[src/pkg/cch_pkg.sv]
package cch_pkg;
  // Event status bit positions (weights 128..1)
  localparam int PowerOnBit = 7;
  localparam int UserReqBit = 6;
  localparam int CmdErrBit = 5;
  localparam int RunFailBit = 4;
  localparam int DevErrBit = 3;
  localparam int QryErrBit = 2;
  localparam int OpDoneBit = 0;
  localparam logic [7:0] EventUsedMask = 8'hfd;
  localparam logic [7:0] EventResetVal = 8'h80;
  // Status byte position of the message-waiting flag (weight 16)
  localparam int MsgWaitBit = 4;
  // ASCII constants
  localparam logic [7:0] AsciiZero = 8'h30;
  localparam logic [7:0] AsciiOne = 8'h31;
  localparam logic [7:0] AsciiComma = 8'h2c;
  localparam logic [7:0] AsciiSemi = 8'h3b;
  localparam logic [7:0] AsciiLow = 8'h20;
  localparam logic [7:0] AsciiHigh = 8'h7e;
  localparam logic [7:0] AsciiNl = 8'h0a;
  // Identification string limits
  localparam int IdMaxLen = 72;
  localparam int FieldLen = 16;
  localparam int NumFields = 4;
  // Decimal digit count of an 8-bit value, at most three
  localparam int MaxDigits = 3;

  // Commands decoded upstream
  typedef enum logic [2:0] {
    CMD_NONE,
    CMD_EVENT_Q,
    CMD_ID_Q,
    CMD_OPDONE,
    CMD_OPDONE_Q,
    CMD_RESET
  } cch_cmd_t;
endpackage : cch_pkg

[src/core/common_cmd_status_handler.sv]
`timescale 1ns/1ps
module common_cmd_status_handler #(
  // Identification fields, left-justified, zero-padded; values are arbitrary
  parameter logic [127:0] MakerName = {"ACME LAB", 64'h0},
  parameter logic [127:0] ModelName = {"MODEL-A", 72'h0},
  parameter logic [127:0] SerialName = 128'h0,
  parameter logic [127:0] FirmwareName = 128'h0
) (
  // Clock and reset
  input wire logic clk,
  input wire logic rst_n,
  // Decoded command strobe
  input wire logic cmdValid,
  input wire cch_pkg::cch_cmd_t cmdCode,
  output logic cmdReady,
  // Event sources, one-cycle pulses
  input wire logic powerOnEvent,
  input wire logic userRequestEvent,
  input wire logic commandErrorFlag,
  input wire logic runFailureEvent,
  input wire logic deviceErrorEvent,
  input wire logic queryErrorFlag,
  // Functional unit activity
  input wire logic opStart,
  input wire logic opFinish,
  // Output queue byte stream
  output logic [7:0] outByte,
  output logic outValid,
  output logic outLast,
  input wire logic outReady,
  // Status byte message-waiting flag, consumer takes each byte
  output logic [7:0] statusByte,
  // Device function reset pulse and idle states
  output logic devReset,
  output logic commandIdleState,
  output logic queryIdleState
);
  typedef enum {
    S_IDLE,
    S_EVENT,
    S_ID,
    S_ACK
  } cch_state_t;

  cch_state_t state_q;
  logic [7:0] event_status_reg_q;
  logic [7:0] captured_q;
  logic [23:0] digits;
  logic [1:0] numDigits;
  logic [1:0] digIdx_q;
  logic [1:0] fieldIdx_q;
  logic [4:0] charIdx_q;
  logic [6:0] sentCnt_q;
  logic waitCmd_q;
  logic waitQry_q;
  logic allIdle;
  logic [7:0] pendingBits;
  logic [127:0] fieldWord;
  logic [7:0] fieldChar;
  logic fieldEnd;
  logic outFire;
  logic lastByte;
  logic eventTake;
  logic opDoneSet;
  logic ackFire;

  // Per-operation bookkeeping lives in the counter module
  cch_pending u_pending (
    .clk(clk),
    .rst_n(rst_n),
    .opStart(opStart),
    .opFinish(opFinish),
    .allIdle(allIdle)
  );

  cch_dec_fmt u_fmt (
    .value(captured_q),
    .digits(digits),
    .numDigits(numDigits)
  );

  // Refuse while the acknowledge launches, so no taken query is lost
  assign cmdReady = (state_q == S_IDLE) && !ackFire;
  assign outFire = outValid && outReady;
  assign eventTake = cmdValid && cmdReady && cmdCode == cch_pkg::CMD_EVENT_Q;
  assign opDoneSet = waitCmd_q && allIdle;
  assign ackFire = waitQry_q && allIdle && state_q == S_IDLE;

  // Event inputs gathered at their weights
  always_comb begin
    pendingBits = 8'h00;
    pendingBits[cch_pkg::PowerOnBit] = powerOnEvent;
    pendingBits[cch_pkg::UserReqBit] = userRequestEvent;
    pendingBits[cch_pkg::CmdErrBit] = commandErrorFlag;
    pendingBits[cch_pkg::RunFailBit] = runFailureEvent;
    pendingBits[cch_pkg::DevErrBit] = deviceErrorEvent;
    pendingBits[cch_pkg::QryErrBit] = queryErrorFlag;
    pendingBits[cch_pkg::OpDoneBit] = opDoneSet;
  end

  // Event register: a new event in the clearing cycle survives the clear
  always_ff @(posedge clk) begin
    if (!rst_n) begin
      event_status_reg_q <= cch_pkg::EventResetVal;
    end else if (eventTake) begin
      event_status_reg_q <= pendingBits & cch_pkg::EventUsedMask;
    end else begin
      // Reset command does not touch this register
      event_status_reg_q <= (event_status_reg_q | pendingBits)
                            & cch_pkg::EventUsedMask;
    end
  end

  // Snapshot for the answer, taken before the clear
  always_ff @(posedge clk) begin
    if (!rst_n) begin
      captured_q <= 8'h00;
    end else if (eventTake) begin
      captured_q <= event_status_reg_q | (pendingBits
                    & cch_pkg::EventUsedMask);
    end
  end

  // Op-complete waits; a reset command returns both to idle
  always_ff @(posedge clk) begin
    if (!rst_n) begin
      waitCmd_q <= 1'b0;
      waitQry_q <= 1'b0;
    end else if (cmdValid && cmdReady && cmdCode == cch_pkg::CMD_RESET) begin
      waitCmd_q <= 1'b0;
      waitQry_q <= 1'b0;
    end else begin
      if (cmdValid && cmdReady && cmdCode == cch_pkg::CMD_OPDONE) begin
        waitCmd_q <= 1'b1;
      end else if (opDoneSet) begin
        waitCmd_q <= 1'b0;
      end
      if (cmdValid && cmdReady && cmdCode == cch_pkg::CMD_OPDONE_Q) begin
        waitQry_q <= 1'b1;
      end else if (ackFire) begin
        waitQry_q <= 1'b0;
      end
    end
  end

  assign commandIdleState = !waitCmd_q;
  assign queryIdleState = !waitQry_q;

  // Device function reset pulse; status and queue are left alone
  always_ff @(posedge clk) begin
    if (!rst_n) begin
      devReset <= 1'b0;
    end else begin
      devReset <= cmdValid && cmdReady
                  && cmdCode == cch_pkg::CMD_RESET;
    end
  end

  // Current identification field and its character
  always_comb begin
    case (fieldIdx_q)
      2'h0: fieldWord = MakerName;
      2'h1: fieldWord = ModelName;
      2'h2: fieldWord = SerialName;
      default: fieldWord = FirmwareName;
    endcase
    fieldChar = fieldWord[8'(127 - 8 * charIdx_q) -: 8];
    // Empty field becomes ASCII zero so every field carries data
    if (charIdx_q == 5'h00 && fieldChar == 8'h00) begin
      fieldChar = cch_pkg::AsciiZero;
    end
    // Illegal bytes are replaced by a blank rather than break the fields
    if (fieldChar != 8'h00 && (fieldChar < cch_pkg::AsciiLow
        || fieldChar > cch_pkg::AsciiHigh || fieldChar == cch_pkg::AsciiComma
        || fieldChar == cch_pkg::AsciiSemi)) begin
      fieldChar = cch_pkg::AsciiLow;
    end
    fieldEnd = fieldChar == 8'h00 || charIdx_q == 5'(cch_pkg::FieldLen);
  end

  // Output byte and last marker
  always_comb begin
    outByte = 8'h00;
    lastByte = 1'b0;
    outValid = 1'b0;
    case (state_q)
      S_EVENT: begin
        outValid = 1'b1;
        outByte = digits[8'(23 - 8 * digIdx_q) -: 8];
        lastByte = (digIdx_q == numDigits - 2'h1);
      end
      S_ID: begin
        outValid = 1'b1;
        outByte = fieldEnd ? cch_pkg::AsciiComma : fieldChar;
        if (fieldEnd && fieldIdx_q == 2'(cch_pkg::NumFields - 1)) begin
          outByte = cch_pkg::AsciiNl;
          lastByte = 1'b1;
        end
        // Hard cap on total length, counted without the terminator
        if (sentCnt_q == 7'(cch_pkg::IdMaxLen)) begin
          outByte = cch_pkg::AsciiNl;
          lastByte = 1'b1;
        end
      end
      S_ACK: begin
        outValid = 1'b1;
        outByte = cch_pkg::AsciiOne;
        lastByte = 1'b1;
      end
      default: begin
        outValid = 1'b0;
      end
    endcase
  end

  assign outLast = lastByte;

  // Message-waiting while any answer byte sits in the queue
  always_comb begin
    statusByte = 8'h00;
    statusByte[cch_pkg::MsgWaitBit] = outValid;
  end

  // Answer sequencer
  always_ff @(posedge clk) begin
    if (!rst_n) begin
      state_q <= S_IDLE;
      digIdx_q <= 2'h0;
      fieldIdx_q <= 2'h0;
      charIdx_q <= 5'h00;
      sentCnt_q <= 7'h00;
    end else begin
      case (state_q)
        S_IDLE: begin
          digIdx_q <= 2'h0;
          fieldIdx_q <= 2'h0;
          charIdx_q <= 5'h00;
          sentCnt_q <= 7'h00;
          if (ackFire) begin
            state_q <= S_ACK;
          end else if (eventTake) begin
            state_q <= S_EVENT;
          end else if (cmdValid && cmdCode == cch_pkg::CMD_ID_Q) begin
            state_q <= S_ID;
          end
        end
        S_EVENT: begin
          if (outFire) begin
            digIdx_q <= digIdx_q + 2'h1;
            if (lastByte) begin
              state_q <= S_IDLE;
            end
          end
        end
        S_ID: begin
          if (outFire) begin
            sentCnt_q <= sentCnt_q + 7'h01;
            if (lastByte) begin
              state_q <= S_IDLE;
            end else if (fieldEnd) begin
              fieldIdx_q <= fieldIdx_q + 2'h1;
              charIdx_q <= 5'h00;
            end else begin
              charIdx_q <= charIdx_q + 5'h01;
            end
          end
        end
        S_ACK: begin
          if (outFire) begin
            state_q <= S_IDLE;
          end
        end
        default: begin
          state_q <= S_IDLE;
        end
      endcase
    end
  end
endmodule : common_cmd_status_handler

[src/core/cch_dec_fmt.sv]
`timescale 1ns/1ps
// Converts an 8-bit value into up to three ASCII decimal digits
module cch_dec_fmt (
  // Value in
  input wire logic [7:0] value,
  // Digits out, most significant first
  output logic [23:0] digits,
  output logic [1:0] numDigits
);
  logic [7:0] hund;
  logic [7:0] tens;
  logic [7:0] ones;

  // Plain division; the value is small enough to keep this combinational
  always_comb begin
    hund = value / 8'h64;
    tens = (value / 8'h0a) % 8'h0a;
    ones = value % 8'h0a;
    if (hund != 8'h00) begin
      digits = {cch_pkg::AsciiZero + hund, cch_pkg::AsciiZero + tens,
                cch_pkg::AsciiZero + ones};
      numDigits = 2'h3;
    end else if (tens != 8'h00) begin
      digits = {cch_pkg::AsciiZero + tens, cch_pkg::AsciiZero + ones,
                8'h00};
      numDigits = 2'h2;
    end else begin
      digits = {cch_pkg::AsciiZero + ones, 16'h0000};
      numDigits = 2'h1;
    end
  end
endmodule : cch_dec_fmt

[src/core/cch_pending.sv]
`timescale 1ns/1ps
// Counts operations in flight in the functional units
module cch_pending (
  // Clock and reset
  input wire logic clk,
  input wire logic rst_n,
  // Start and finish pulses
  input wire logic opStart,
  input wire logic opFinish,
  // Nothing outstanding
  output logic allIdle
);
  logic [7:0] count_q;

  // Simultaneous start and finish cancel out
  always_ff @(posedge clk) begin
    if (!rst_n) begin
      count_q <= 8'h00;
    end else if (opStart && !opFinish) begin
      count_q <= count_q + 8'h01;
    end else if (opFinish && !opStart && count_q != 8'h00) begin
      count_q <= count_q - 8'h01;
    end
  end

  assign allIdle = (count_q == 8'h00) && !opStart;
endmodule : cch_pending

[config.mk]
export PLATFORM = sky130hd
export DESIGN_NAME = common_cmd_status_handler
export DESIGN_NICKNAME = d
export VERILOG_FILES = /design/src/pkg/cch_pkg.sv /design/src/core/common_cmd_status_handler.sv /design/src/core/cch_dec_fmt.sv /design/src/core/cch_pending.sv
export SDC_FILE = /design/constraint.sdc
export NUM_CORES = 1
export LEC_CHECK = 0
export ABC_AREA = 1
export BUFFER_PORTS_ARGS = -buffer_cell sky130_fd_sc_hd__buf_4
export CAP_MARGIN = 15
export CORE_ASPECT_RATIO = 1.2
export CORE_MARGIN = 10
export CORE_UTILIZATION = 45
export DETAILED_ROUTE_END_ITERATION = 6
export GPL_ROUTABILITY_DRIVEN = 0
export PLACE_DENSITY = 0.61
export SLEW_MARGIN = 10
export SYNTH_ARGS = -nofsm -noshare
export SYNTH_HDL_FRONTEND = slang
export SYNTH_SLANG_ARGS = --single-unit
[constraint.sdc]
create_clock -name clk -period 5.6 [get_ports clk]
set_clock_uncertainty 0.2 [all_clocks]
set_input_delay 0.84 -clock clk [delete_from_list [all_inputs] [get_ports clk]]
set_output_delay 0.84 -clock clk [all_outputs]
set_load 0.1 [all_outputs]
==> metrics.txt <==
per-cell routed wire length 13.5 um; crit path kind reg2out; power per cell area 421 nW/um2; CP max stage cell dfxtp_4; Num CTS Buffers 5; CTS tree built; largest net degree at the start of global routing 25; Final Cycle Share 108%; Max-slew headroom 39.2%; CP max stage delay 0.38 ns; P&R area growth vs syn 41.4%; Max Cap Viol 0; status finished with violations; crit start category flip-flop; register area share after synthesis 20.2%; leakage dissipation 0.00277 uW; area leader, netlist dfxtp_1; Unique masters post-synth 47; Peak supply drop 0.468 mV; chip width 109 um; Yosys reg bits 43; RSZ-0062 raised after global routing true; first-pass GRT wire length 19900 um; nets@finish 818; Antenna Nets Post-Route 0; dpl cells 855; clk slew on worst S/H paths 0.09 ns; Clock Tree Buf Depth 2; most frequent CP cell nand2_2; Tmin final 6.05 ns; Top Ports 37; drt via density 5.27; Placeable Area 9130 um2; Gate Count Post-Synth 659; total power 2540 uW; # DRC 0; Slew @ Worst Pin 0.912 ns; f_max 165 MHz; asr flop ratio synth 0%; DR pass1 iterations 6; CP endpoint kind output pin; std cell rows 38; via count 4696; EDFF count, synth 0; top-count cell post-synth nand2_1; Antenna Cells 0; Setup WS pre-CTS -0.296 ns; total grt overflow 0; antenna violations before repair 0; DP HPWL 8950 um; Hold Crit Class reg2reg; vias in the first global route 4517; Total GRT Usage 16.8%; Mapped Area 4270 um2; critical path required time 4.56 ns; Main synth FF type dfxtp_1; Max Slew Vio Count 0; syn avg cell area 6.47 um2; H-tree depth 2; synth warn 0; ranking of synthesized cells by area dfxtp_1 20%, nand2_1 9.9%, ha_1 9.4%, inv_1 7.9%, a21oi_1 7.0%; crit-path max FO 6; Final WS setup -0.453 ns; Hold Fails Final Rpt 0; final wirelength 12000 um; clock latency on the worst-skew pair 0.30 ns; Post-synth top cells 113 x nand2_1, 90 x inv_1, 62 x nor2_1; clock root cell clkbuf_8; Fin Hold WS 0.263 ns; Final setup viols 8; failing checks negative setup slack; Iteration-0 DRC Markers 203; CP arrival 5.01 ns; Die ar. 13800 um2; clk sinks 43; Initial Utilization 46.7%; Die Y-Extent 127 um; port bufs 29; Non-Filler Instances 891; Synth top area share 20.2%; share of layout cells above drive strength 1 33.6%
## power breakdown
part | switching, uW | internal (uW)
Combinational | 1130 | 736
Sequential | 35.1 | 338
Clock | 116 | 181
Total | 1280 | 1260
## registers in the layout, indices dropped and copies added, names as in the netlist, 2 cells and up
name / cells
state_q: 2
charIdx_q: 5
digIdx_q: 2
u_pending.count_q: 8
captured_q: 7
event_status_reg_q: 7
fieldIdx_q: 2
sentCnt_q: 7
## path summary, 6_finish.rpt
path | start | end | slack [ns] | cells past startpoint
setup / recovery | captured_q[3]$_SDFFE_PN0P_ | outByte[0] | -0.45 | 43
hold / removal | waitCmd_q$_SDFFE_PP0P_ | waitCmd_q$_SDFFE_PP0P_ | 0.26 | 2
setup reg to reg | captured_q[3]$_SDFFE_PN0P_ | charIdx_q[1]$_SDFFE_PN0P_ | 0.48 | 47
hold reg to reg | waitCmd_q$_SDFFE_PP0P_ | waitCmd_q$_SDFFE_PP0P_ | 0.26 | 2
## area by class of cell
class | count | area (um2)
inverter | 99 | 395
sequential | 43 | 868
clock buffer | 5 | 68.8
clock inverter | 3 | 71.3
multi-input combinational | 503 | 3470
tap | 120 | 150
timing repair buffer | 118 | 1010
fill | 812 | 3100
## cell families (layout without fill, tap and decap cells)
family                     after synthesis  after routing  share of synthesized area (%)
DFF                                     43             43                           20.2
buffers and inverters                  120            225                           11.4
and+or+nand+nor                        313            314                           36.8
adders and majority gates               33             33                           9.86
AOI/OAI and AO/OA                      136            136                           19.0
other                                    1              7                         0.0879
xor gates and xnor gates                13             13                           2.67
## per-layer routing
layer / part of all wire, % / wire length (um) / track usage [%] / vias up
met5: 0 / 0 / 0 / -
li1: - / - / - / 2425
met2: 54 / 6520 / 31.4 / 74
met3: 2.9 / 346 / 2.84 / 19
met4: 2.2 / 265 / 5.83 / 0
met1: 41 / 4870 / 18.3 / 2178
## worst max-delay path: cells and delay by family (launching register included)
| family | cells | cell delay (ns) |
|---|---|---|
| buffers and inverters | 9 | 0.88 |
| adder cells (fa/ha/maj) | 2 | 0.31 |
| AND/OR/NAND/NOR | 29 | 2.70 |
| AO/OA/AOI/OAI | 3 | 0.40 |
| flip-flops | 1 | 0.38 |
## through the flow
stage,utilization (%),TNS (ns),area (um2)
2_1_floorplan,-,-2.26,4520
3_5_place_dp,57.3,-1.88,5230
4_1_cts,62.4,-2.76,5700
6_report,66.1,-3.03,6030
5_1_grt,66.1,-5.97,6030
3_3_place_gp,57.3,-0.762,5230
## cell usage in the layout, fill, tap and decap left out, types with 3 or more instances in the layout
cell type,n
buf_4,107
nand2_1,92
inv_1,79
nor2_1,59
a21oi_1,50
nand3_1,45
dfxtp_1,41
nand2_2,28
o21ai_0,28
ha_1,25
nand2_4,21
nand4_1,18
nand3_2,14
nor3_1,13
inv_2,9
a211oi_1,9
buf_12,9
nand3_4,8
nor2_4,8
conb_1,7
xor2_1,6
a21oi_4,6
ha_4,6
inv_4,5
a21oi_2,5
clkbuf_8,5
o21ai_2,4
clkinv_1,4
xnor2_1,4
a31oi_1,4
xor2_2,3
o211ai_1,3
nor4_1,3
o31ai_1,3
o21ai_1,3
## what timing repair did
action	CTS	global route
setup endpoints to repair	9	14
setup buffers	19	9
resized for setup	43	61
hold buffers	0	0
cloned	1	0
pin swaps	35	48
No activity file was read; power rests on OpenSTA's default activity.
